<file path="config.mk">
export PLATFORM = sky130hd
export DESIGN_NAME = fpa_access
export DESIGN_NICKNAME = d
export VERILOG_FILES = /design/src/fpa_pkg.sv /design/src/fpa_region.sv /design/src/fpa_access.sv
export SDC_FILE = /design/constraint.sdc
export NUM_CORES = 1
export LEC_CHECK = 0
export BUFFER_PORTS_ARGS = -buffer_cell sky130_fd_sc_hd__buf_2
export CAP_MARGIN = 20
export CELL_PAD_IN_SITES_DETAIL_PLACEMENT = 0
export CELL_PAD_IN_SITES_GLOBAL_PLACEMENT = 2
export CORE_ASPECT_RATIO = 1.2
export CORE_MARGIN = 2
export CORE_UTILIZATION = 28
export CTS_CLUSTER_SIZE = 12
export DETAILED_ROUTE_END_ITERATION = 16
export PLACE_DENSITY_LB_ADDON = 0.2
export SKIP_CTS_REPAIR_TIMING = 1
export SYNTH_ARGS = -nofsm -noshare
export SYNTH_HDL_FRONTEND = slang
export SYNTH_SLANG_ARGS = --single-unit
</file>
<file path="constraint.sdc">
create_clock -name clk_sys -period 2.93 [get_ports clk_sys]
set_clock_uncertainty 0.2 [all_clocks]
set_input_delay 0.7325 -clock clk_sys [delete_from_list [all_inputs] [get_ports clk_sys]]
set_output_delay 0.7325 -clock clk_sys [all_outputs]
set_load 0.01 [all_outputs]
</file>
<file path="src/fpa_pkg.sv">
// constants and types for the flash program memory access block
package fpa_pkg;

  // ****************************************
  // flash command register codes
  // ****************************************
  localparam logic [7:0] CMD_READ = 8'h01;
  localparam logic [7:0] CMD_WRITE = 8'h02;
  localparam logic [7:0] CMD_VERIFY = 8'h04;
  localparam logic [7:0] CMD_ERASE_PG = 8'h05;
  localparam logic [7:0] CMD_ERASE_ALL = 8'h06;
  localparam logic [7:0] CMD_RD_BYTE = 8'h81;
  localparam logic [7:0] CMD_WR_BYTE = 8'h82;
  localparam logic [7:0] CMD_EXIT_UL = 8'h0f;
  localparam logic [7:0] CMD_ENTER_UL = 8'hf0;
  localparam logic [7:0] VERIFY_OK = 8'h00;
  localparam logic [7:0] VERIFY_BAD = 8'h01;

  // ****************************************
  // parallel programming mode codes
  // ****************************************
  localparam logic [3:0] PP_ERASE_ALL = 4'h0;
  localparam logic [3:0] PP_PROG_CODE = 4'ha;
  localparam logic [3:0] PP_PROG_DATA = 4'h2;
  localparam logic [3:0] PP_READ_CODE = 4'hb;
  localparam logic [3:0] PP_READ_DATA = 4'h3;
  localparam logic [3:0] PP_PROG_SEC = 4'hc;
  localparam logic [3:0] PP_READ_SEC = 4'hd;

  // ****************************************
  // memory map
  // ****************************************
  localparam logic [15:0] HIDDEN_BASE = 16'hf800;
  localparam logic [15:0] TOP_64K = 16'hf800;
  localparam logic [15:0] TOP_32K = 16'h8000;
  localparam logic [15:0] TOP_8K = 16'h2000;
  localparam logic [15:0] BOOT_64K = 16'he000;
  localparam logic [15:0] BOOT_32K = 16'h6000;
  localparam logic [15:0] BOOT_8K = 16'h0000;
  localparam logic [15:0] CODE_PAGE_MASK = 16'hffc0;
  localparam int DF_PAGE_W = 10;
  localparam int DF_BYTE_W = 12;

  // ****************************************
  // security bits and types
  // ****************************************
  localparam int SEC_LOCK = 0;
  localparam int SEC_SECURE = 1;
  localparam int SEC_SSAFE = 2;
  localparam int SEC_W = 3;
  localparam logic [SEC_W-1:0] SEC_NONE = 3'h0;

  typedef enum logic [1:0] {
    FPA_V64K = 2'b00,
    FPA_V32K = 2'b01,
    FPA_V8K = 2'b11
  } fpa_variant_t;

  typedef enum logic {
    ST_INIT = 1'b0,
    ST_RUN = 1'b1
  } fpa_state_t;

endpackage

</file>
<file path="src/fpa_region.sv">
// address classification of the program flash for one address
module fpa_region
  import fpa_pkg::*;
(
  input wire fpa_pkg::fpa_variant_t variant,
  input wire logic [15:0] addr,
  output logic hidden,
  output logic user_area,
  output logic user_download_mode_ok
);
  import fpa_pkg::*;

  function automatic logic [15:0] user_top(input fpa_variant_t v);
    unique case (v)
      FPA_V32K: user_top = TOP_32K;
      FPA_V8K: user_top = TOP_8K;
      default: user_top = TOP_64K;
    endcase
  endfunction

  function automatic logic [15:0] boot_base(input fpa_variant_t v);
    unique case (v)
      FPA_V32K: boot_base = BOOT_32K;
      FPA_V8K: boot_base = BOOT_8K;
      default: boot_base = BOOT_64K;
    endcase
  endfunction

  // top 2k always belongs to the firmware, whatever the variant
  assign hidden = addr >= HIDDEN_BASE;
  assign user_area = !hidden && (addr < user_top(variant));
  // boot area sits between boot_base and user_top
  assign user_download_mode_ok = addr < boot_base(variant);

endmodule

</file>
<file path="src/fpa_access.sv">
// flash program memory access, protection and data flash commands
module fpa_access
  import fpa_pkg::*;
(
  input wire logic clk_sys,
  input wire logic rst,
  input wire logic [1:0] mem_variant,
  input wire logic code_fetch_strobe_n,
  output logic serial_dl_mode,
  input wire logic [SEC_W-1:0] sec_nv_in,
  output logic [SEC_W-1:0] sec_nv_out,
  output logic sec_nv_we,
  input wire logic sec_set_we,
  input wire logic [SEC_W-1:0] sec_set_bits,
  input wire logic pp_active,
  input wire logic [7:0] pp_addr_lo,
  input wire logic [7:0] pp_addr_hi,
  input wire logic [7:0] pp_data_in,
  output logic [7:0] pp_data_out,
  output logic pp_data_oe,
  input wire logic pp_we_n,
  input wire logic [3:0] pp_mode,
  input wire logic [15:0] cpu_rd_addr,
  input wire logic cpu_rd_ext,
  output logic [7:0] cpu_rd_data,
  input wire logic [7:0] sfr_wdata,
  input wire logic sfr_cmd_we,
  input wire logic page_addr_high_we,
  input wire logic page_addr_low_we,
  input wire logic [3:0] page_data_we,
  output logic [7:0] page_addr_high,
  output logic [7:0] page_addr_low,
  output logic [31:0] page_data_regs,
  output logic [7:0] flash_command_reg,
  output logic user_download_mode,
  output logic [15:0] code_rd_addr,
  input wire logic [7:0] code_rd_data,
  output logic code_wr,
  output logic code_erase_pg,
  output logic code_erase_ul,
  output logic code_erase_all,
  output logic [15:0] code_wr_addr,
  output logic [7:0] code_wr_data,
  output logic [DF_PAGE_W-1:0] df_rd_addr,
  input wire logic [31:0] df_rd_data,
  output logic df_wr,
  output logic [3:0] df_wr_be,
  output logic [DF_PAGE_W-1:0] df_wr_addr,
  output logic [31:0] df_wr_data,
  output logic df_erase_pg,
  output logic df_erase_all
);
  import fpa_pkg::*;

  function automatic logic [7:0] pick_byte(input logic [31:0] w,
                                           input logic [1:0] i);
    pick_byte = w[{i, 3'b000} +: 8];
  endfunction

  // ****************************************
  // state
  // ****************************************
  fpa_state_t state_q;
  fpa_variant_t variant_q;
  logic [SEC_W-1:0] sec_q, sec_d;
  logic boot_dl_q, user_download_mode_q, user_download_mode_d, pp_we_q;
  logic [7:0] pa_hi_q, pa_lo_q, cmd_rd_q, cmd_rd_d;
  logic [31:0] pd_q, pd_d;
  logic [7:0] cpu_rd_q, pp_out_q;
  logic code_wr_q, code_erase_pg_q, code_erase_ul_q, code_erase_all_q;
  logic [15:0] code_wr_addr_q, code_wr_addr_d;
  logic [7:0] code_wr_data_q;
  logic df_wr_q, df_erase_pg_q, df_erase_all_q, sec_nv_we_q;
  logic [3:0] df_wr_be_q, df_wr_be_d;
  logic [DF_PAGE_W-1:0] df_wr_addr_q;
  logic [31:0] df_wr_data_q, df_wr_data_d;

  // ****************************************
  // decode
  // ****************************************
  wire run = state_q == ST_RUN;
  wire [15:0] byte_addr = {pa_hi_q, pa_lo_q};
  wire [15:0] pp_addr = {pp_addr_hi, pp_addr_lo};
  wire [DF_PAGE_W-1:0] df_page_sfr = {pa_hi_q[1:0], pa_lo_q};
  wire [DF_BYTE_W-1:0] df_byte_sfr = byte_addr[DF_BYTE_W-1:0];
  wire [DF_BYTE_W-1:0] df_byte_pp = pp_addr[DF_BYTE_W-1:0];
  wire sfr_hidden, sfr_user, sfr_user_download_mode_ok;
  wire pp_hidden, pp_user, pp_user_download_mode_ok;
  wire ul_avail = variant_q != FPA_V8K;
  wire lock = sec_q[SEC_LOCK];
  wire secure = sec_q[SEC_SECURE];

  fpa_region u_reg_sfr (
    .variant(variant_q),
    .addr(byte_addr),
    .hidden(sfr_hidden),
    .user_area(sfr_user),
    .user_download_mode_ok(sfr_user_download_mode_ok)
  );

  fpa_region u_reg_pp (
    .variant(variant_q),
    .addr(pp_addr),
    .hidden(pp_hidden),
    .user_area(pp_user),
    .user_download_mode_ok(pp_user_download_mode_ok)
  );

  // commands are ignored while a programmer owns the arrays
  wire cmd_go = run && sfr_cmd_we && !pp_active;
  wire c_read = cmd_go && sfr_wdata == CMD_READ;
  wire c_write = cmd_go && sfr_wdata == CMD_WRITE;
  wire c_verify = cmd_go && sfr_wdata == CMD_VERIFY;
  wire c_er_pg = cmd_go && sfr_wdata == CMD_ERASE_PG;
  wire c_er_all = cmd_go && sfr_wdata == CMD_ERASE_ALL;
  wire c_rd_byte = cmd_go && sfr_wdata == CMD_RD_BYTE;
  wire c_wr_byte = cmd_go && sfr_wdata == CMD_WR_BYTE;
  wire c_exit = cmd_go && sfr_wdata == CMD_EXIT_UL;
  wire c_enter = cmd_go && sfr_wdata == CMD_ENTER_UL;

  // the download kernel may reach the boot area, user code may not
  wire code_ok = boot_dl_q ? sfr_user : (sfr_user && sfr_user_download_mode_ok);
  wire ul_wr_byte = c_wr_byte && user_download_mode_q && code_ok;
  wire ul_er_pg = c_er_pg && user_download_mode_q && code_ok;
  wire ul_er_all = c_er_all && user_download_mode_q;
  wire kern_erase = ul_er_all && boot_dl_q;
  wire nm_write = c_write && !user_download_mode_q;
  wire nm_wr_byte = c_wr_byte && !user_download_mode_q;
  wire nm_er_pg = c_er_pg && !user_download_mode_q;
  wire nm_er_all = c_er_all && !user_download_mode_q;
  wire nm_verify = c_verify && !user_download_mode_q;

  // write strobe acts on its falling edge
  wire pp_fire = run && pp_active && pp_we_q && !pp_we_n;
  wire pp_erase = pp_fire && pp_mode == PP_ERASE_ALL;
  wire pp_prog_code = pp_fire && pp_mode == PP_PROG_CODE && !lock
                      && !secure && pp_user;
  wire pp_prog_data = pp_fire && pp_mode == PP_PROG_DATA;
  wire pp_prog_sec = pp_fire && pp_mode == PP_PROG_SEC;
  wire pp_rd_mode = pp_mode == PP_READ_CODE || pp_mode == PP_READ_DATA
                    || pp_mode == PP_READ_SEC;

  // ****************************************
  // array addressing
  // ****************************************
  assign code_rd_addr = pp_active ? pp_addr : cpu_rd_addr;
  // byte commands and parallel programming address the data flash by byte, other commands by page
  wire df_use_byte = sfr_cmd_we
                     && (sfr_wdata == CMD_RD_BYTE || sfr_wdata == CMD_WR_BYTE);
  assign df_rd_addr = pp_active ? df_byte_pp[DF_BYTE_W-1:2]
                    : df_use_byte ? df_byte_sfr[DF_BYTE_W-1:2]
                    : df_page_sfr;
  wire [3:0] sfr_be = 4'h1 << df_byte_sfr[1:0];
  wire [3:0] pp_be = 4'h1 << df_byte_pp[1:0];

  // ****************************************
  // next values
  // ****************************************
  always_comb
  begin
    sec_d = sec_q;
    if (sec_set_we && boot_dl_q)
    begin
      sec_d = sec_q | sec_set_bits;
    end
    if (pp_prog_sec)
    begin
      sec_d = sec_q | pp_data_in[SEC_W-1:0];
    end
    if (kern_erase)
    begin
      // serial-safe survives a kernel erase
      sec_d[SEC_LOCK] = 1'b0;
      sec_d[SEC_SECURE] = 1'b0;
    end
    if (pp_erase)
    begin
      sec_d = SEC_NONE;
    end
  end

  always_comb
  begin
    pd_d = pd_q;
    for (int i = 0; i < 4; i++)
    begin
      if (page_data_we[i])
      begin
        pd_d[i*8 +: 8] = sfr_wdata;
      end
    end
    if (c_read && !user_download_mode_q)
    begin
      pd_d = df_rd_data;
    end
    if (c_rd_byte && !user_download_mode_q)
    begin
      pd_d[7:0] = pick_byte(df_rd_data, df_byte_sfr[1:0]);
    end
  end

  always_comb
  begin
    user_download_mode_d = user_download_mode_q;
    if (c_enter && ul_avail)
    begin
      user_download_mode_d = 1'b1;
    end
    if (c_exit)
    begin
      user_download_mode_d = 1'b0;
    end
  end

  // readback shows the last command unless a verify just ran
  assign cmd_rd_d = nm_verify
                    ? ((df_rd_data == pd_q) ? VERIFY_OK : VERIFY_BAD)
                    : cmd_go ? sfr_wdata : cmd_rd_q;
  assign code_wr_addr_d = pp_active ? pp_addr
                        : c_er_pg ? (byte_addr & CODE_PAGE_MASK)
                        : byte_addr;
  assign df_wr_be_d = pp_active ? pp_be : nm_write ? 4'hf : sfr_be;
  assign df_wr_data_d = pp_active ? {4{pp_data_in}}
                      : nm_write ? pd_q : {4{pd_q[7:0]}};

  // ****************************************
  // registers
  // ****************************************
  always_ff @(posedge clk_sys)
  begin
    if (rst)
    begin
      state_q <= ST_INIT;
      variant_q <= FPA_V64K;
      sec_q <= SEC_NONE;
      boot_dl_q <= 1'b0;
      sec_nv_we_q <= 1'b0;
    end
    else if (state_q == ST_INIT)
    begin
      // straps and stored security caught just after release
      state_q <= ST_RUN;
      variant_q <= fpa_variant_t'(mem_variant);
      sec_q <= sec_nv_in;
      boot_dl_q <= !code_fetch_strobe_n
                   && !sec_nv_in[SEC_SSAFE];
    end
    else
    begin
      sec_q <= sec_d;
      sec_nv_we_q <= sec_d != sec_q;
    end
  end

  always_ff @(posedge clk_sys)
  begin
    if (rst)
    begin
      user_download_mode_q <= 1'b0;
      pa_hi_q <= 8'h00;
      pa_lo_q <= 8'h00;
      pd_q <= 32'h0000_0000;
      cmd_rd_q <= 8'h00;
      pp_we_q <= 1'b1;
    end
    else
    begin
      user_download_mode_q <= user_download_mode_d;
      pa_hi_q <= page_addr_high_we ? sfr_wdata : pa_hi_q;
      pa_lo_q <= page_addr_low_we ? sfr_wdata : pa_lo_q;
      pd_q <= pd_d;
      cmd_rd_q <= cmd_rd_d;
      pp_we_q <= pp_we_n;
    end
  end

  always_ff @(posedge clk_sys)
  begin
    if (rst)
    begin
      code_wr_q <= 1'b0;
      code_erase_pg_q <= 1'b0;
      code_erase_ul_q <= 1'b0;
      code_erase_all_q <= 1'b0;
      code_wr_addr_q <= 16'h0000;
      code_wr_data_q <= 8'h00;
    end
    else
    begin
      code_wr_q <= ul_wr_byte || pp_prog_code;
      code_erase_pg_q <= ul_er_pg;
      code_erase_ul_q <= ul_er_all && !boot_dl_q;
      code_erase_all_q <= pp_erase || kern_erase;
      code_wr_addr_q <= code_wr_addr_d;
      code_wr_data_q <= pp_active ? pp_data_in : pd_q[7:0];
    end
  end

  always_ff @(posedge clk_sys)
  begin
    if (rst)
    begin
      df_wr_q <= 1'b0;
      df_erase_pg_q <= 1'b0;
      df_erase_all_q <= 1'b0;
      df_wr_be_q <= 4'h0;
      df_wr_addr_q <= '0;
      df_wr_data_q <= 32'h0000_0000;
    end
    else
    begin
      df_wr_q <= nm_write || nm_wr_byte || pp_prog_data;
      df_erase_pg_q <= nm_er_pg;
      df_erase_all_q <= nm_er_all || pp_erase || kern_erase;
      df_wr_be_q <= df_wr_be_d;
      df_wr_addr_q <= df_rd_addr;
      df_wr_data_q <= df_wr_data_d;
    end
  end

  // ****************************************
  // read data paths
  // ****************************************
  wire sfr_hidden_cpu = cpu_rd_addr >= HIDDEN_BASE;
  wire cpu_blank = (sfr_hidden_cpu && !boot_dl_q)
                   || (cpu_rd_ext && secure);
  wire [7:0] pp_rd_val = pp_mode == PP_READ_SEC ? {5'h00, sec_q}
                       : pp_mode == PP_READ_DATA
                         ? pick_byte(df_rd_data, df_byte_pp[1:0])
                       : pp_mode == PP_READ_CODE && !secure && !pp_hidden
                         ? code_rd_data : 8'h00;

  always_ff @(posedge clk_sys)
  begin
    if (rst)
    begin
      cpu_rd_q <= 8'h00;
      pp_out_q <= 8'h00;
    end
    else
    begin
      cpu_rd_q <= cpu_blank ? 8'h00 : code_rd_data;
      pp_out_q <= pp_rd_val;
    end
  end

  // ****************************************
  // outputs
  // ****************************************
  assign serial_dl_mode = boot_dl_q;
  assign sec_nv_out = sec_q;
  assign sec_nv_we = sec_nv_we_q;
  assign pp_data_out = pp_out_q;
  assign pp_data_oe = run && pp_active && pp_we_n && pp_rd_mode;
  assign cpu_rd_data = cpu_rd_q;
  assign page_addr_high = pa_hi_q;
  assign page_addr_low = pa_lo_q;
  assign page_data_regs = pd_q;
  assign flash_command_reg = cmd_rd_q;
  assign user_download_mode = user_download_mode_q;
  assign code_wr = code_wr_q;
  assign code_erase_pg = code_erase_pg_q;
  assign code_erase_ul = code_erase_ul_q;
  assign code_erase_all = code_erase_all_q;
  assign code_wr_addr = code_wr_addr_q;
  assign code_wr_data = code_wr_data_q;
  assign df_wr = df_wr_q;
  assign df_wr_be = df_wr_be_q;
  assign df_wr_addr = df_wr_addr_q;
  assign df_wr_data = df_wr_data_q;
  assign df_erase_pg = df_erase_pg_q;
  assign df_erase_all = df_erase_all_q;
endmodule

</file>
==> results.rst, run 1 <==
.. list-table::
   :header-rows: 1

   * - Metric
     - Value
   * - Highest Clock Rate
     - between 300 and 400 MHz
   * - Number of antenna violations at the first check in global routing
     - 2
   * - Pre-antenna DRT Iters
     - 5
   * - Starting Density
     - between 20% and 30%
   * - Share of post-route cells with drive strength above 1
     - a little under two fifths
   * - Slew @ Worst Pin
     - 0.855 ns
   * - Status
     - complete, no violations
   * - Number of cells on the worst reg-to-reg path
     - 7
   * - Horizontal die dimension
     - approximately 150 um
   * - CTS clk-pin slew, worst paths
     - around 0.060 ns
   * - Final count of negative-setup-slack endpoints
     - 0
   * - Post-layout utilization of the core
     - approximately two fifths
   * - Post-Route Setup TNS
     - 0 ns
   * - Later-pin clock latency in the skew report
     - 0.43 ns
   * - Clock buffer count from CTS
     - 17
   * - Final Hold Fails
     - 0
   * - Detailed-route wire length per cell
     - slightly above 20 um
   * - Library cell used as clock root buffer
     - clkbuf_16
   * - Vias per Instance
     - roughly 4.9
   * - Critical path endpoint category
     - output port
   * - Tot GR Track Use
     - roughly a fifth
   * - Register bit count reported by yosys
     - 151
   * - Post-Syn Area
     - around 7400 um^2
   * - Count of antenna-violating nets left after detailed routing
     - 0
   * - H-tree level count
     - 4
   * - Most common cell after layout, fill and taps aside
     - buf_2
   * - Endpoint arrival time on the critical path
     - 1.88 ns
   * - Final Slew Violations
     - 0
   * - Routed Wire Length
     - roughly 30000 um
   * - Share of the clock period used by the worst path
     - a little over nine tenths
   * - Crit Path Category
     - input port to output port
   * - WP data required
     - roughly 2.0 ns
   * - Commonest register cell after synthesis
     - dfxtp_1
   * - Global-route wire length before repair
     - between 40000 and 50000 um
   * - DRT iter0 DRCs
     - around 460
   * - Relative slew margins
     - 42.8%
   * - Area fraction of the dominant cell type after synthesis
     - between 40% and 50%
   * - Number of global-route vias before repair
     - a little over 7000
   * - Timing endpoint of the critical path
     - df_rd_addr[7]
   * - Setup repair after global routing missed its margin
     - no
   * - Placement Rows
     - 65
   * - Mapped Avg Cell Area
     - 9.04 um^2
   * - Yosys warning count
     - 0
   * - LEAKAGE
     - 4.67 nW
   * - Sequential-to-total area share from yosys stat
     - between 40% and 50%
   * - Cells on Worst Hold Path
     - 2
   * - Number of distinct library cells after synthesis
     - 69
   * - Post-synthesis net count
     - ~940
   * - Buffers added on ports
     - between 200 and 300
   * - R2r startpoint
     - variant_q[0]
   * - Hold Path Class
     - register to register
   * - R2R Setup Slk
     - around 0.64 ns
   * - Highest net fanout along the worst path
     - 10
   * - Type of origin of the critical path
     - input port
   * - Post-layout minimum cycle time
     - about 2.8 ns
   * - Height of the chip
     - 182 um
   * - Fraction of registers with async set/reset
     - 0%
   * - Standard cell core area
     - ~26000 um^2
   * - Area of the die
     - 27900 um^2
   * - Worst setup path startpoint
     - sfr_wdata[0]
   * - Maximum buffer depth of the clock tree
     - 2
   * - Number of flops mapped to enable cells by yosys
     - 0
   * - Number of nets in the finished design
     - 1226
   * - Residual DRC
     - 0
   * - Worst r2r dst
     - code_erase_pg
   * - Largest net degree at the start of global routing
     - 52
   * - Most frequent cells in the layout
     - buf_2 (293), dfxtp_1 (151), nand2_1 (103), a21oi_1 (68), nor2_1 (64)
   * - Maxcap violations
     - 0
   * - Post-Synthesis Cells
     - 822
   * - Area delta synth->final
     - 34.3%
   * - TritonCTS clock tree
     - yes
   * - Clock Sink Count
     - approximately 150
   * - Biggest area consumer among synthesized cells
     - dfxtp_1
   * - Routed vias
     - 7133
   * - Dpl hpwl
     - roughly 22000 um
   * - Tightest hold margin
     - between 0.2 and 0.25 ns
   * - Total congestion overflow after global routing
     - 0
   * - Largest register FFs
     - 32
   * - Power density normalized to cell area
     - between 500 and 600 nW/um^2
   * - Dominant cells by area after synthesis
     - dfxtp_1 (41%), mux2i_1 (5.8%), nand2_1 (5.2%), mux4_2 (4.8%), a21oi_1 (4.6%)
   * - Maximum resistive drop on vdd
     - 0.335 mV
   * - Routability cong.
     - 0.857
   * - Ports
     - ~300
-- cell usage after synthesis, types with 10 or more instances --
cell and count:
clkbuf_1 32, nor2_1 64, o21ai_0 28, mux4_2 16, nand3_1 11, buf_4 12, and2_1 20, a21oi_1 68
dfxtp_1 151, nand2b_1 12, xor2_1 34, mux2i_1 43, nand2_1 103, buf_2 16, a22oi_1 29, o21ai_1 10
nor4_1 10, a21boi_1 15, inv_1 23
-- stage by stage --
| step | cells | worst slack [ns] | cell area [um^2] | power, mW |
|---|---|---|---|---|
| 3_5_place_dp | 1420 | 0.0285 | 9290 | 3.18 |
| 4_1_cts | 1452 | 0.0296 | 9960 | 5.73 |
| 3_3_place_gp | 1420 | 0.0155 | 9290 | 3.18 |
| 2_1_floorplan | 822 | 0.0863 | 7430 | 2.75 |
| 5_1_grt | 1453 | 0.00211 | 9980 | 5.89 |
| 6_report | 1453 | 0.117 | 9980 | 5.65 |
-- how the worst min path moves through the flow --
| stage | from | endpoint | slack (ns) |
|---|---|---|---|
| after floorplan | flash_command_reg[1] | flash_command_reg[1] | 0.28 |
| after global placement | flash_command_reg[3] | flash_command_reg[3] | 0.24 |
| after detailed placement | flash_command_reg[5] | flash_command_reg[5] | 0.24 |
| after CTS | flash_command_reg[5] | flash_command_reg[5] | 0.25 |
| after global routing | flash_command_reg[4] | flash_command_reg[4] | 0.27 |
| final | flash_command_reg[4] | flash_command_reg[4] | 0.25 |
-- area by class of cell --
type	instances	area (um^2)
fill	2746	16200
inverter	24	90.1
tap	335	419
multi-input combinational	580	4000
timing repair buffer	330	1770
clock inverter	13	219
sequential	151	3020
antenna	1	2.50
clock buffer	19	453
-- worst max-delay path, stage by stage --
cell     delay (ns)
buf_2          0.11
xor2_1         0.15
buf_4          0.14
nand4_1        0.09
buf_6          0.19
mux2i_2        0.23
o21ai_2        0.07
buf_2          0.15
-- logic make-up (layout without fill, tap and decap cells) --
family	count (synthesis)	after routing	share of synthesized area (%)
AO/OA/AOI/OAI	213	213	19.9
XOR/XNOR	34	34	4.01
flip-flops	151	151	40.7
other	0	1	0
AND/OR/NAND/NOR	266	266	17.8
adder cells (fa/ha/maj)	8	8	1.35
multiplexers	59	59	10.6
buffers and inverters	91	386	5.67
-- per-layer routing --
| metal | vias up | global-route usage, % | wire (um) |
|---|---|---|---|
| li1 | 3465 | - | - |
| met1 | 3370 | 26.0 | 12800 |
| met2 | 273 | 36.5 | 14500 |
| met3 | 23 | 5.79 | 1990 |
| met4 | 2 | 5.37 | 422 |
| met5 | - | 0 | 14 |
-- report_power, final --
group          leakage (nW)  switching [mW]  internal, mW
clock                 0.318           0.949          1.57
combinational          3.11           0.499         0.369
sequential             1.25          0.0955          2.16
total                  4.67            1.54          4.10
No activity file was read; power rests on OpenSTA's default activity.
==> run 2: changes to the inputs <==
Settings changed: CORE_UTILIZATION 28 to 27, SYNTH_HIERARCHICAL from default to 1.
==> results.rst, run 2 <==
.. list-table::
   :header-rows: 1

   * - Metric
     - Value
   * - Status
     - complete, no violations
   * - Number of non-filler instances in the completed layout
     - 1481 (+1.9%)
   * - Setup repair after global routing missed its margin
     - no
   * - Highest net fanout along the worst path
     - 10 (unchanged)
   * - CTS clk-pin slew, worst paths
     - 0.06 ns (about the same)
   * - Highest Clock Rate
     - 353 MHz (-0.58%)
   * - Largest register FFs
     - 32 (unchanged)
   * - Final Hold Fails
     - 0 (unchanged)
   * - Ports
     - 296 (unchanged)
   * - Type of origin of the critical path
     - input port
   * - LEAKAGE
     - 4.66 nW (-0.36%)
   * - Worst setup path startpoint
     - sfr_wdata[4]
   * - Count of antenna-violating nets left after detailed routing
     - 0 (unchanged)
   * - Routed Wire Length
     - 30900 um (+4.0%)
   * - Hold Path Class
     - register to register
   * - Starting Density
     - 27.5% (-0.83 points)
   * - Total congestion overflow after global routing
     - 0 (unchanged)
   * - Cell area after placement
     - 9320 um^2 (+0.30%)
   * - R2r startpoint
     - run
   * - Final count of negative-setup-slack endpoints
     - 0 (unchanged)
   * - Later-pin clock latency in the skew report
     - 0.43 ns (about the same)
   * - Share of post-route cells with drive strength above 1
     - 37.5% (+0.79 points)
   * - Number of nets in the finished design
     - 1255 (+2.4%)
   * - Maximum resistive drop on vdd
     - 0.328 mV (-1.8%)
   * - Yosys warning count
     - 6 (+6)
   * - Routed vias
     - 7274 (+2.0%)
   * - Residual DRC
     - 0 (unchanged)
   * - Share of the clock period used by the worst path
     - 96.6% (+0.56 points)
   * - Post-Route Setup TNS
     - 0 ns (unchanged)
   * - Post-layout minimum cycle time
     - 2.83 ns (+0.0165 ns)
   * - TritonCTS clock tree
     - yes
   * - DRT iter0 DRCs
     - 311 (-32%)
   * - Height of the chip
     - 184 um (+0.78%)
   * - Clock Sink Count
     - 151 (unchanged)
   * - Clock buffer count from CTS
     - 17 (unchanged)
   * - Post-Syn Area
     - 7280 um^2 (-2.0%)
   * - Chain of cells forming the critical path
     - buf_6 -> nor3_2 -> buf_4 -> nand4_1 -> buf_6 -> mux2i_1 -> o21ai_1 -> buf_2
   * - Placement Rows
     - 65 (unchanged)
   * - Maxcap violations
     - 0 (unchanged)
   * - Post-Synthesis Cells
     - 826 (+0.49%)
   * - Tot GR Track Use
     - 21.6% (+0.46 points)
   * - Endpoint arrival time on the critical path
     - 1.90 ns (+0.02 ns)
   * - Critical path endpoint category
     - output port
   * - WP data required
     - 2.00 ns (about the same)
   * - Vias per Instance
     - 4.91 (about the same)
   * - Area delta synth->final
     - 36.6%
   * - Number of global-route vias before repair
     - 7295 (+1.2%)
   * - Global-route wire length before repair
     - 45500 um (+1.7%)
   * - Slew @ Worst Pin
     - 0.767 ns (-0.0879 ns)
   * - Relative slew margins
     - 48.6% (+5.9 points)
   * - Largest net degree at the start of global routing
     - 80 (+54%)
   * - Buffers added on ports
     - 295 (unchanged)
   * - Startpoint of the tightest hold check path
     - flash_command_reg[2]
   * - Routability cong.
     - 0.837 (-2.4%)
   * - H-tree level count
     - 4 (unchanged)
   * - Pre-antenna DRT Iters
     - 5 (unchanged)
   * - Final design instance area without fill
     - 9940 um^2 (-0.36%)
   * - Most used cell, CP
     - buf_6
   * - Final Slew Violations
     - 0 (unchanged)
   * - Post-synthesis net count
     - 950 (+0.64%)
   * - Library cell used as clock root buffer
     - clkbuf_16
   * - Power density normalized to cell area
     - 541 nW/um^2 (-4.4%)
   * - Post-layout utilization of the core
     - 37.6% (-0.49 points)
   * - Maximum buffer depth of the clock tree
     - 2 (unchanged)
   * - Placed Instances
     - 1446 (+1.8%)
   * - Dpl hpwl
     - 24000 um (+6.9%)
   * - Most common cell after layout, fill and taps aside
     - buf_2
   * - Maximum single-stage delay on the critical path
     - 0.19 ns (-0.04 ns)
   * - Total of fill cells in the finished design
     - 2793 (+1.7%)
   * - Mapped Avg Cell Area
     - 8.81 um^2 (-2.5%)
   * - FF/Latch Area
     - 3020 um^2 (unchanged)
   * - Most frequent cells in the layout
     - buf_2 (291), dfxtp_1 (151), nand2_1 (93), a21oi_1 (76), nor2_1 (74)
   * - Tightest hold margin
     - 0.251 ns (+0.00111 ns)
   * - Cell with the largest stage delay on the worst path
     - buf_6
   * - Horizontal die dimension
     - 154 um (+0.77%)
   * - Detailed-route wire length per cell
     - 20.8 um (+2.1%)
   * - Multi-input combinational cell area
     - 3830 um^2 (-4.2%)
   * - Standard cell core area
     - 26400 um^2 (+0.93%)
   * - Crit Path Category
     - input port to output port
   * - Number of antenna violations at the first check in global routing
     - 2 (unchanged)
   * - Area of the die
     - 28300 um^2 (+1.6%)
run 2: critical path: cells and delay by family:
kind                   cells  cell delay, ns
multiplexers               1            0.13
buffers and inverters      4            0.58
AND/OR/NAND/NOR            2            0.27
AO/OA/AOI/OAI              1            0.18
run 2: cell type report:
cell class / instances / share of cell area (%)
multi-input cells: 579 / 38.6
flip-flops and latches: 151 / 30.4
repair buffers: 354 / 19.8
clock buffers: 19 / 4.45
well taps: 335 / 4.21
clock inverters: 13 / 1.50
inverters: 28 / 1.06
diodes: 2 / 0.0503
run 2: worst paths after layout:
kind              cells after the start              endpoint  slack, ns
setup reg to reg                      5        df_wr_data[27]       0.56
hold reg to reg                       2  flash_command_reg[2]       0.25
setup / recovery                      8         df_rd_addr[0]       0.10
hold / removal                        2  flash_command_reg[2]       0.25
run 2: per-layer routing:
metal / part of all wire, % / track usage (%) / wire length [um]
met1: 41 / 25.0 / 12500
met3: 5.9 / 5.26 / 1810
met2: 51 / 38.7 / 15700
met5: 0.042 / 0 / 13
met4: 2.8 / 7.93 / 872
run 2: report_power, final:
part / internal (mW) / switching, mW
sequential: 2.16 / 0.106
combinational: 0.373 / 0.489
clock: 1.29 / 0.958
total: 3.82 / 1.55
run 2: metrics by stage:
step	setup slack, ns	total power, mW
2_1_floorplan	0.0666	2.73
3_3_place_gp	0.0366	3.18
3_5_place_dp	0.00187	3.19
4_1_cts	-0.00826	5.44
5_1_grt	0.00388	5.61
6_report	0.100	5.38
